--- src/design/mtbc_pkg.sv ---
// constants and types of the maintenance, test and breaker control block
// Function
// - three maintenance settings: off, trips, blocked
// - blocked setting suppresses every output contact
// - LEDs still follow crossed thresholds when blocked
// - menu maintenance reverts to off after 10 minutes
// - input-held maintenance has no time limit
// - maintenance ends on input low, command, power-loss
// - maintenance selectable from input, port, panel
// - modbus reporting blocked, iec103 reporting flagged
// - maintenance state available for LED mapping
// - test pattern has one bit per contact
// - apply test closes selected contacts for test time
// - functional test trips element, nothing if disabled
// - end code 0 on trip, 1 after pulse
// - only tested stage sees doubled simulated current
// - thermal state cleared after thermal replica test
// - fault records use measured field currents
// - manual trip if closed, close if open
// - close order delayed by close delay
// - open and close pulses have own lengths
// - protection trip cancels a close in progress
// - breaker healthy must arrive before timeout, else lockout
package mtbc_pkg;
  localparam int unsigned CLK_HZ          = 25_000_000;
  localparam int unsigned MAINT_LIMIT_MIN = 10;
  localparam longint unsigned MAINT_LIMIT_CYC =
    longint'(MAINT_LIMIT_MIN) * 60 * CLK_HZ;
  localparam logic [1:0] MAINT_OFF   = 2'h0;
  localparam logic [1:0] MAINT_TRIPS = 2'h1;
  localparam logic [1:0] MAINT_BLOCK = 2'h2;
  localparam logic [1:0] MAINT_RSVD  = 2'h3;  // unused code, read as off
  localparam logic       FEND_TRIP   = 1'h0;
  localparam logic       FEND_TIME   = 1'h1;
  localparam logic       PROTO_MODBUS = 1'h0;
  localparam logic       PROTO_IEC103 = 1'h1;
  typedef enum {CB_IDLE, CB_WAIT_HEALTHY, CB_CLOSE_DELAY, CB_CLOSE_PULSE,
                CB_OPEN_PULSE, CB_LOCKOUT} mtbc_cb_state_t;
endpackage

--- src/design/mtbc_top.sv ---
// maintenance mode, output and functional tests, manual breaker control
`timescale 1ns/10ps
module mtbc_top
  import mtbc_pkg::*;
#(
  parameter int          NUM_OUT   = 7,
  parameter int          NUM_ELEM  = 8,
  parameter int          TW        = 32,
  parameter logic [39:0] MAINT_CYC = 40'(MAINT_LIMIT_CYC)
) (
  input  wire logic                core_clk_i,           // 25 MHz clock
  input  wire logic                rst_i,                // sync reset, high
  input  wire logic                maint_in_assigned_i,  // logic input mapped
  input  wire logic                maint_in_i,           // logic input level
  input  wire logic                maint_set_stb_i,      // panel/port write
  input  wire logic [1:0]          maint_set_val_i,      // written setting
  input  wire logic                proto_i,              // rear protocol
  input  wire logic [NUM_OUT-1:0]  out_func_i,           // protection outputs
  input  wire logic [NUM_ELEM-1:0] led_func_i,           // crossed thresholds
  input  wire logic [NUM_OUT-1:0]  test_pattern_i,       // contact selection
  input  wire logic [TW-1:0]       test_time_i,          // test time, cycles
  input  wire logic                apply_test_i,         // apply test pulse
  input  wire logic [NUM_ELEM-1:0] elem_enable_i,        // element enabled
  input  wire logic [$clog2(NUM_ELEM)-1:0] ftest_sel_i,  // tested element
  input  wire logic                ftest_end_i,          // end code
  input  wire logic                ftest_go_i,           // operate pulse
  input  wire logic                elem_trip_i,          // tested element trip
  input  wire logic                prot_trip_i,          // protection trip
  input  wire logic                man_trip_i,           // manual trip pulse
  input  wire logic                man_close_i,          // manual close pulse
  input  wire logic                breaker_closed_aux_in_i, // aux closed
  input  wire logic                breaker_open_aux_in_i,   // aux open
  input  wire logic                healthy_assigned_i,   // healthy mapped
  input  wire logic                breaker_healthy_in_i, // breaker healthy
  input  wire logic                lockout_clr_i,        // clear lockout
  input  wire logic [TW-1:0]       close_delay_i,        // close delay, cycles
  input  wire logic [TW-1:0]       open_pulse_length_i,  // open pulse, cycles
  input  wire logic [TW-1:0]       close_pulse_length_i, // close pulse, cycles
  input  wire logic [TW-1:0]       breaker_healthy_timeout_i, // cycles
  output logic [1:0]               maint_mode_o,         // effective setting
  output logic                     maint_active_o,       // for LED mapping
  output logic                     report_en_o,          // scada reporting
  output logic                     report_maint_flag_o,  // iec103 marker
  output logic [NUM_OUT-1:0]       contact_o,            // output contacts
  output logic [NUM_ELEM-1:0]      led_o,                // LEDs
  output logic [NUM_ELEM-1:0]      sim_elem_o,           // stage on sim current
  output logic                     field_rec_o,          // records use field
  output logic                     thermal_clr_o,        // thermal to 0 pulse
  output logic                     breaker_open_command_out_o,  // trip order
  output logic                     breaker_close_command_out_o, // close order
  output logic                     cb_alarm_o            // healthy lockout
);
  initial begin
    // one-hot stage select needs two elements; timers need a zero and a last
    if (NUM_OUT < 1 || NUM_ELEM < 2 || TW < 2 || MAINT_CYC == '0) $error("bad parameters");
  end
  localparam logic [$clog2(NUM_ELEM)-1:0] THERMAL_IDX = '0;

  // one step of a down counter
  function automatic logic [TW-1:0] cnt_dec(input logic [TW-1:0] c);
    cnt_dec = c - TW'(1);
  endfunction

  // true in the last counted cycle, also for a zero load
  function automatic logic cnt_last(input logic [TW-1:0] c);
    cnt_last = (c <= TW'(1));
  endfunction

  // menu setting with 10 minute auto revert
  logic [1:0]  menu_reg;
  logic [39:0] mcnt_reg;
  always_ff @(posedge core_clk_i) begin
    if (rst_i) begin
      menu_reg <= MAINT_OFF;
      mcnt_reg <= '0;
    end else if (maint_set_stb_i) begin
      menu_reg <= (maint_set_val_i == MAINT_RSVD) ? MAINT_OFF : maint_set_val_i;
      mcnt_reg <= '0;
    end else if (menu_reg != MAINT_OFF) begin
      if (mcnt_reg >= MAINT_CYC - 40'h1) begin
        menu_reg <= MAINT_OFF;
        mcnt_reg <= '0;
      end else begin
        mcnt_reg <= mcnt_reg + 40'h1;
      end
    end
  end

  // input level holds mode without limit; menu selects block vs trips
  logic [1:0] mode;
  always_comb begin
    if (maint_in_assigned_i && maint_in_i)
      mode = (menu_reg == MAINT_BLOCK) ? MAINT_BLOCK : MAINT_TRIPS;
    else
      mode = menu_reg;
  end
  logic active;
  assign active = (mode != MAINT_OFF);
  assign maint_mode_o = mode;
  assign maint_active_o = active;
  assign report_en_o = !(active && proto_i == PROTO_MODBUS);
  assign report_maint_flag_o = active && proto_i == PROTO_IEC103;

  // output test timer
  logic [TW-1:0]      ot_cnt_reg;
  logic [NUM_OUT-1:0] ot_pat_reg;
  always_ff @(posedge core_clk_i) begin
    if (rst_i || !active) begin
      ot_cnt_reg <= '0;
      ot_pat_reg <= '0;
    end else if (apply_test_i && test_pattern_i != '0 && test_time_i != '0) begin
      ot_cnt_reg <= test_time_i;
      ot_pat_reg <= test_pattern_i;
    end else if (ot_cnt_reg != '0) begin
      ot_cnt_reg <= cnt_dec(ot_cnt_reg);
      if (ot_cnt_reg == TW'(1)) ot_pat_reg <= '0;
    end
  end

  // functional test sequencer
  logic                ft_run_reg;
  logic [TW-1:0]       ft_cnt_reg;
  logic [$clog2(NUM_ELEM)-1:0] ft_sel_reg;
  logic                thclr_reg;
  always_ff @(posedge core_clk_i) begin
    if (rst_i || !active) begin
      ft_run_reg <= 1'b0;
      ft_cnt_reg <= '0;
      ft_sel_reg <= '0;
      thclr_reg  <= 1'b0;
    end else begin
      thclr_reg <= 1'b0;
      if (!ft_run_reg && ftest_go_i && elem_enable_i[ftest_sel_i]) begin
        ft_run_reg <= 1'b1;
        ft_sel_reg <= ftest_sel_i;
        ft_cnt_reg <= test_time_i;
      end else if (ft_run_reg) begin
        if ((ftest_end_i == FEND_TRIP && elem_trip_i) ||
            (ftest_end_i == FEND_TIME && cnt_last(ft_cnt_reg))) begin
          ft_run_reg <= 1'b0;
          thclr_reg  <= (ft_sel_reg == THERMAL_IDX);
        end
        if (ft_cnt_reg != '0) ft_cnt_reg <= cnt_dec(ft_cnt_reg);
      end
    end
  end
  always_comb begin
    sim_elem_o = '0;
    if (ft_run_reg) sim_elem_o[ft_sel_reg] = 1'b1;
  end
  assign thermal_clr_o = thclr_reg;
  assign field_rec_o = 1'b1;

  // contacts and LEDs
  always_ff @(posedge core_clk_i) begin
    if (rst_i) begin
      contact_o <= '0;
      led_o     <= '0;
    end else begin
      contact_o <= (mode == MAINT_BLOCK) ? '0 : (out_func_i | ot_pat_reg);
      led_o     <= led_func_i;
    end
  end

  // manual breaker control
  mtbc_cb_state_t cb_reg;
  logic [TW-1:0]  cb_cnt_reg;
  always_ff @(posedge core_clk_i) begin
    if (rst_i) begin
      cb_reg     <= CB_IDLE;
      cb_cnt_reg <= '0;
    end else if (prot_trip_i && cb_reg != CB_LOCKOUT && cb_reg != CB_OPEN_PULSE) begin
      cb_reg     <= CB_IDLE;
      cb_cnt_reg <= '0;
    end else begin
      if (cb_cnt_reg != '0) cb_cnt_reg <= cnt_dec(cb_cnt_reg);
      case (cb_reg)
        CB_IDLE: begin
          if (man_trip_i && breaker_closed_aux_in_i && !breaker_open_aux_in_i) begin
            cb_reg     <= CB_OPEN_PULSE;
            cb_cnt_reg <= open_pulse_length_i;
          end else if (man_close_i && breaker_open_aux_in_i && !breaker_closed_aux_in_i) begin
            cb_reg     <= healthy_assigned_i ? CB_WAIT_HEALTHY : CB_CLOSE_DELAY;
            cb_cnt_reg <= healthy_assigned_i ? breaker_healthy_timeout_i : close_delay_i;
          end
        end
        CB_WAIT_HEALTHY: begin
          if (breaker_healthy_in_i) begin
            cb_reg     <= CB_CLOSE_DELAY;
            cb_cnt_reg <= close_delay_i;
          end else if (cb_cnt_reg <= TW'(1)) begin
            cb_reg <= CB_LOCKOUT;
          end
        end
        CB_CLOSE_DELAY: begin
          if (cb_cnt_reg <= TW'(1)) begin
            cb_reg     <= CB_CLOSE_PULSE;
            cb_cnt_reg <= close_pulse_length_i;
          end
        end
        CB_CLOSE_PULSE, CB_OPEN_PULSE: begin
          if (cnt_last(cb_cnt_reg)) cb_reg <= CB_IDLE;
        end
        CB_LOCKOUT: begin
          if (lockout_clr_i) cb_reg <= CB_IDLE;
        end
        default: cb_reg <= CB_IDLE;
      endcase
    end
  end
  assign breaker_open_command_out_o  = (cb_reg == CB_OPEN_PULSE);
  assign breaker_close_command_out_o = (cb_reg == CB_CLOSE_PULSE);
  assign cb_alarm_o = (cb_reg == CB_LOCKOUT);
endmodule

--- config.mk ---
export PLATFORM = sky130hd
export DESIGN_NAME = mtbc_top
export DESIGN_NICKNAME = d
export VERILOG_FILES = /design/src/design/mtbc_pkg.sv /design/src/design/mtbc_top.sv
export SDC_FILE = /design/constraint.sdc
export NUM_CORES = 1
export LEC_CHECK = 0
export ABC_AREA = 1
export BUFFER_PORTS_ARGS = -buffer_cell sky130_fd_sc_hd__clkbuf_2
export CAP_MARGIN = 40
export CORE_ASPECT_RATIO = 1.1
export CORE_MARGIN = 5
export CORE_UTILIZATION = 35
export CTS_CLUSTER_DIAMETER = 100
export DETAILED_ROUTE_END_ITERATION = 10
export PLACE_DENSITY = 0.59
export SLEW_MARGIN = 5
export SYNTH_ARGS = -nofsm -noshare
export SYNTH_HDL_FRONTEND = slang
export SYNTH_SLANG_ARGS = --single-unit
export TNS_END_PERCENT = 50
--- constraint.sdc ---
create_clock -name core_clk_i -period 2.3 [get_ports core_clk_i]
set_clock_uncertainty 0.2 [all_clocks]
set_input_delay 0 -clock core_clk_i [delete_from_list [all_inputs] [get_ports core_clk_i]]
set_output_delay 0 -clock core_clk_i [all_outputs]
set_load 0.01 [all_outputs]
---- After elaboration in Yosys (flattened, before gate mapping) ----
Cells that the tools add are included.
storage, ports and cells
  bits in registers ....................... 197
  latch bits .............................. 0
  bits in writable memories ............... 0
  ROM bits ................................ 0
  bits of input ports ..................... 213
  output and inout port bits .............. 33
  memories kept ........................... 0
cells by class
  add/subtract/negate cells ............... 4
  multiply operators ...................... 0
  div/mod/pow operators ................... 0
  magnitude comparators ................... 6
  eq/ne operators ......................... 19
  shift-type cells ........................ 0
  mux-type cells .......................... 39
  bitwise gates (word level) .............. 5
  reductions and logical operators ........ 47
operators with widths
  operator                                                                      count
  32-bit two-way mux                                                            18
  32-bit one-hot mux with 5 select lines                                        1
  32-bit nonzero test                                                           4
  32-bit by 3-bit == test with 1-bit output, second input constant              3
  32-bit one-hot mux with 3 select lines                                        1
  32-bit by 1-bit subtractor with 32-bit output, second input constant          3
  32-bit by 1-bit == test with 1-bit output, second input constant              2
  32-bit by 2-bit == test with 1-bit output, second input constant              2
  32-bit by 4-bit == test with 1-bit output, second input constant              2
  32-bit by 1-bit <= comparator with 1-bit output, second input constant        2
  32-bit by 4-bit inequality test with 1-bit output, second input constant      2
  40-bit by 1-bit adder with 40-bit output, second input constant               1
  40-bit by 34-bit >= comparator with 1-bit output, second input constant       1
  40-bit two-way mux                                                            1
  32-bit logical NOT                                                            1
  7-bit two-way mux                                                             3
  1-bit logical AND                                                             16
  2-bit nonzero test                                                            8
  2-bit two-way mux                                                             7
  3-bit by 4-bit less-than comparator with 1-bit output, second input constant  2
  8-bit two-way mux                                                             1
  2-bit OR reduction                                                            4
  7-bit OR                                                                      1
  7-bit nonzero test                                                            1
  14 further kinds                                                              33

---- Depth between registers and ports, before layout ----
  depth in word-level cells ............... 7
  gate-level depth with buffers ........... 13
  depth with buffers taken out ............ 13

---- Least setup slack after synthesis ----
No wires, ideal clock.
  kind .................................... register to register
  start point ............................. register cb_cnt_reg[0]
  end point ............................... register cb_cnt_reg[12]
  arrival time ............................ 1.693 ns
  required time ........................... 1.972 ns
  slack ................................... 0.279 ns
  cell stages (with the launch flop) ...... 12
  path buffers ............................ 1
  period minus slack after synthesis ...... 2.021 ns
  cell sequence ........................... dfxtp_1 > inv_1 > ha_1 > or2_2 > nand3_1 > nand3b_1 > nor2_4 > buf_4 > nand2_1 > nand2_1 > a21oi_1 > nor2_1
between the ends
  cells in the longest elaborated chain, start to end .. 5
  elaborated cells between the ends (all ways) .. 9
  those cells by class .................... add/sub (1); order compare (1); mux (6); reduce/logical (1)
RTL lines
  element                                                                                      line                             source
  start, declared                                                                              mtbc_top.sv:167                  logic [TW-1:0] cb_cnt_reg;
  start signal, assigned                                                                       mtbc_top.sv:176                  if (cb_cnt_reg != '0) cb_cnt_reg <= cnt_dec(cb_cnt_reg);
  start signal, assigned                                                                       mtbc_top.sv:181                  cb_cnt_reg <= open_pulse_length_i;
  start signal, assigned                                                                       mtbc_top.sv:184                  cb_cnt_reg <= healthy_assigned_i ? breaker_healthy_timeout_i : close_delay_i;
  32-bit by 1-bit subtractor with 32-bit output / 32-bit nonzero test (equally long branches)  mtbc_top.sv:61, mtbc_top.sv:176
  32-bit two-way mux                                                                           mtbc_top.sv:176
  32-bit two-way mux                                                                           mtbc_top.sv:182                  end else if (man_close_i && breaker_open_aux_in_i && !breaker_closed_aux_in_i) begin
  32-bit two-way mux                                                                           mtbc_top.sv:179                  if (man_trip_i && breaker_closed_aux_in_i && !breaker_open_aux_in_i) begin
  32-bit one-hot mux with 3 select lines *                                                     mtbc_top.sv:177                  case (cb_reg)
Mark *: on every way between the ends. The rest lies on a longest branch, timed or not.
A chain may end at the register's enable or synchronous reset.

---- Worst setup path in the final report ----
  start point ............................. register cb_cnt_reg[0]
  end point ............................... register cb_cnt_reg[14]
The elaborated chain is that of the path after synthesis.

==> flow_metrics.py <==
metrics = {
    "synthesis": {
        "synthArstFlopShare_pct": 0,
        "ys_ff_latch": 168,
        "yosysSeqAreaShare_pct": 28.4,
        "netlist_instances": 2002,
        "synth_cell_type_count": 49,
        "synth_warnings": 0,
        "syn_nets": 2223,
        "syn_area_sq_um": 11800,
        "synth_ff_type": "dfxtp_1",
        "synth_edf_count": 0,
        "syn_avg_cell_area_sq_um": 5.91,
    },
    "critical_path": {
        "r2r_slack_ps": 140,
        "r2r_end": "cb_cnt_reg[14]$_SDFF_PP0_",
        "path_common_cell": "nand2_1",
        "criticalPathCategory": "reg -> reg",
        "worstPathArrival_ps": 2290,
        "end_kind": "register",
        "crit_chain": "inv_1, ha_1, or2_2, nand3_2, nand3b_1, nor2_4, buf_12, nand2_1, nand2_1, a21oi_1, nor2_1",
        "critPathMaxStageDelay_ps": 330,
        "critPathMaxFanout": 19,
        "cp_slowest_cell": "dfxtp_1",
        "worst_r2r_startpoint": "cb_cnt_reg[0]$_SDFF_PP0_",
        "required_ps": 2430,
        "r2r_cells": 11,
        "start_kind": "register",
    },
    "placement": {
        "gp_congestion": 0.942,
        "dp_hpwl_mm": 32.2,
        "port-buffer-count": 244,
    },
    "power_and_ir_drop": {
        "p_leak_uw": 0.00777,
        "powerDensity_nw_per_um2": 1010,
        "p_sw_uw": 8200,
        "p_int_uw": 8290,
        "p_sw_share_pct": 49.7,
        "p_clk_share_pct": 17.3,
        "irDropWorstVdd_mv": 0.667,
        "power_frac_comb_pct": 60.8,
        "p_seq_share_pct": 21.9,
    },
    "floorplanning": {
        "core.rowCount": 70,
        "die_width_um": 185,
        "die_area_sq_um": 37600,
        "ios": 246,
        "die_y_um": 203,
        "core_area_sq_um": 33300,
        "start_util_pct": 35.5,
    },
    "timing": {
        "final_max_slew_viol_count": 0,
        "rsz0062_at_grt": "false",
        "min_period_ps": 2160,
        "setup_violations": 0,
        "fin_tns_setup_ps": 0,
        "relSlewSlack_pct": 65.5,
        "fin_crit_sh_pct": 94.0,
        "tightestPinTransition_ps": 518,
        "hold_viol_final": 0,
        "fmax_ghz": 0.462,
    },
    "grt": {
        "grt_start_max_net_pins": 64,
        "globalRoute.busiestLayer": "met2",
        "met2_usage_pct": 40.2,
        "grt_pass1_vias": 14300,
        "grt_use_met1_pct": 28.2,
        "grt_use_met3_pct": 4.89,
        "grt_pass1_wl_mm": 71.8,
        "antenna_found_initial": 1,
        "gr-total-overflow": 0,
        "track_usage_pct": 23.3,
    },
    "drt": {
        "drc_errors": 0,
        "drtPass1Iterations": 5,
        "vias": 14400,
        "drt_first_iter_violations": 898,
        "routed_via_density": 4.99,
        "wire_per_inst_um": 15.6,
        "postRouteAntennaNets": 0,
        "routed_wl_mm": 45.0,
    },
    "worst_hold_path": {
        "min_to": "cb_cnt_reg[2]$_SDFF_PP0_",
        "min_path_cells": 8,
        "hp-class": "in -> reg",
        "hp-start": "breaker_healthy_timeout_i[2]",
    },
    "layout": {
        "final_core_util_pct": 49.0,
        "drive_gt1_share_pct": 15.4,
        "final_nets": 2668,
        "largest_reg_flops": 40,
        "syn_to_final_growth_pct": 38.0,
    },
    "clocking": {
        "cts_max_path_buffers": 2,
        "clk_pin_slew_worst_paths_ps": 70,
        "ctsRootBufferMaster": "clkbuf_16",
        "htreeDepth": 4,
        "cts.sinks": 168,
        "post_cts_buffers": 0,
        "insertion_delay_ps": 450,
        "numCtsBuffers": 17,
        "cts_tree": "built",
    },
    "flow_run": {
        "cap_violations": 0,
    },
    "status": {
        "status": "complete, no violations",
    },
}
-- logic make-up (layout without fill, tap and decap cells) --
kind of cell | Yosys count | after routing | synth area share (%)
other cells | 1 | 2 | 0.0317
xor+xnor | 79 | 79 | 5.85
fa+ha+maj | 8 | 8 | 0.847
flops | 168 | 168 | 28.4
buf+inv | 298 | 755 | 10.4
mux | 3 | 3 | 0.254
simple gates | 1180 | 1181 | 42.4
compound gates | 265 | 265 | 11.7
-- cell usage after synthesis (8+ instances only) --
master / n / area, sq um
nor2_1: 426 / 1600
clkbuf_1: 20 / 75.1
inv_2: 9 / 33.8
nor2_2: 15 / 93.8
o21ai_0: 121 / 606
nor3_1: 31 / 155
xnor2_1: 26 / 228
a21oi_1: 107 / 536
buf_2: 28 / 140
nand3_1: 141 / 706
o21ai_1: 12 / 60.1
xor2_1: 53 / 464
dfxtp_1: 168 / 3360
ha_1: 8 / 100
nand2_1: 485 / 1820
inv_1: 223 / 837
o211ai_1: 9 / 67.6
nand4_1: 38 / 238
-- worst max path at each step --
stage	from	endpoint	slack [ps]	cells past startpoint
6_report	cb_cnt_reg[0]$_SDFF_PP0_	cb_cnt_reg[14]$_SDFF_PP0_	140	11
3_3_place_gp	cb_cnt_reg[0]$_SDFF_PP0_	cb_cnt_reg[8]$_SDFF_PP0_	90	10
2_1_floorplan	cb_cnt_reg[0]$_SDFF_PP0_	cb_cnt_reg[12]$_SDFF_PP0_	280	11
3_5_place_dp	cb_cnt_reg[0]$_SDFF_PP0_	cb_cnt_reg[18]$_SDFF_PP0_	40	10
5_1_grt	ft_cnt_reg[0]$_SDFFE_PP0P_	ft_cnt_reg[30]$_SDFFE_PP0P_	7	11
4_1_cts	cb_cnt_reg[0]$_SDFF_PP0_	cb_cnt_reg[18]$_SDFF_PP0_	30	10
-- layout by cell type, fill, tap and decap left out, types with 3 or more instances in the layout --
master	instances
xor2_1	53
dfxtp_1	168
a31oi_1	4
nand3_1	140
clkbuf_16	17
o21ai_0	121
nand2_4	3
mux2i_1	3
or2_2	5
xnor2_1	26
clkinvlp_4	4
nor2_2	19
inv_8	6
nor2_1	421
nor3_2	6
nor4_1	4
buf_12	8
o22ai_1	4
inv_6	3
o21ai_1	12
ha_1	8
inv_2	9
buf_4	31
o211ai_1	9
nand2_2	6
nand2_1	483
nand3b_1	6
dlygate4sd3_1	207
nor2_4	6
nand3_2	3
nor3_1	31
a21oi_1	107
inv_1	223
nand4_1	38
clkbuf_2	244
-- stage by stage --
stage	std cells	setup slack, ps	power (uW)	area, sq um	hold WS [ps]
final	2893	137	16500	16300	64.3
after floorplan	2002	279	10500	11800	-93.0
after CTS	2891	31.5	16300	16300	36.5
after global routing	2893	7.08	17800	16300	92.1
after detailed placement	2652	42.0	13100	13600	2.25
after global placement	2652	86.3	13100	13600	-5.46
-- power by group through the flow --
stage | logic (uW) | clock network (uW) | registers, uW
3_3_place_gp | 9480 | 0 | 3670
5_1_grt | 11100 | 3020 | 3660
2_1_floorplan | 6930 | 0 | 3590
3_5_place_dp | 9440 | 0 | 3680
6_report | 10000 | 2850 | 3620
4_1_cts | 9760 | 2920 | 3610
-- metal layers --
layer,wire (um),vias to the layer above,part of all wire (%)
li1,-,7234,-
met2,21500,578,48
met3,3110,97,6.9
met4,1710,0,3.8
met1,18700,6531,41
met5,0,-,0
-- final cells by class --
class                      count  area (sq um)
multi-input combinational   1537          7280
tap                          432           541
antenna                        1          2.50
clock buffer                  18           429
clock inverter                14           133
fill                        3333         17000
sequential                   168          3360
inverter                     233           875
timing repair buffer         490          3690
-- timing repair --
| item | CTS | global route |
|---|---|---|
| hold buffers | 207 | 0 |
| hold endpoints to repair | 168 | 0 |
| setup endpoints to repair | 0 | 65 |
| resized for setup | 0 | 10 |
-- critical path, delay by kind of cell (launching register included) --
family / cells / cell delay [ps]
DFF: 1 / 330
AOI/OAI and AO/OA: 1 / 130
buffers and inverters: 2 / 250
adders and majority gates: 1 / 210
and+or+nand+nor: 7 / 900
Power figures use the tool's default switching activity.
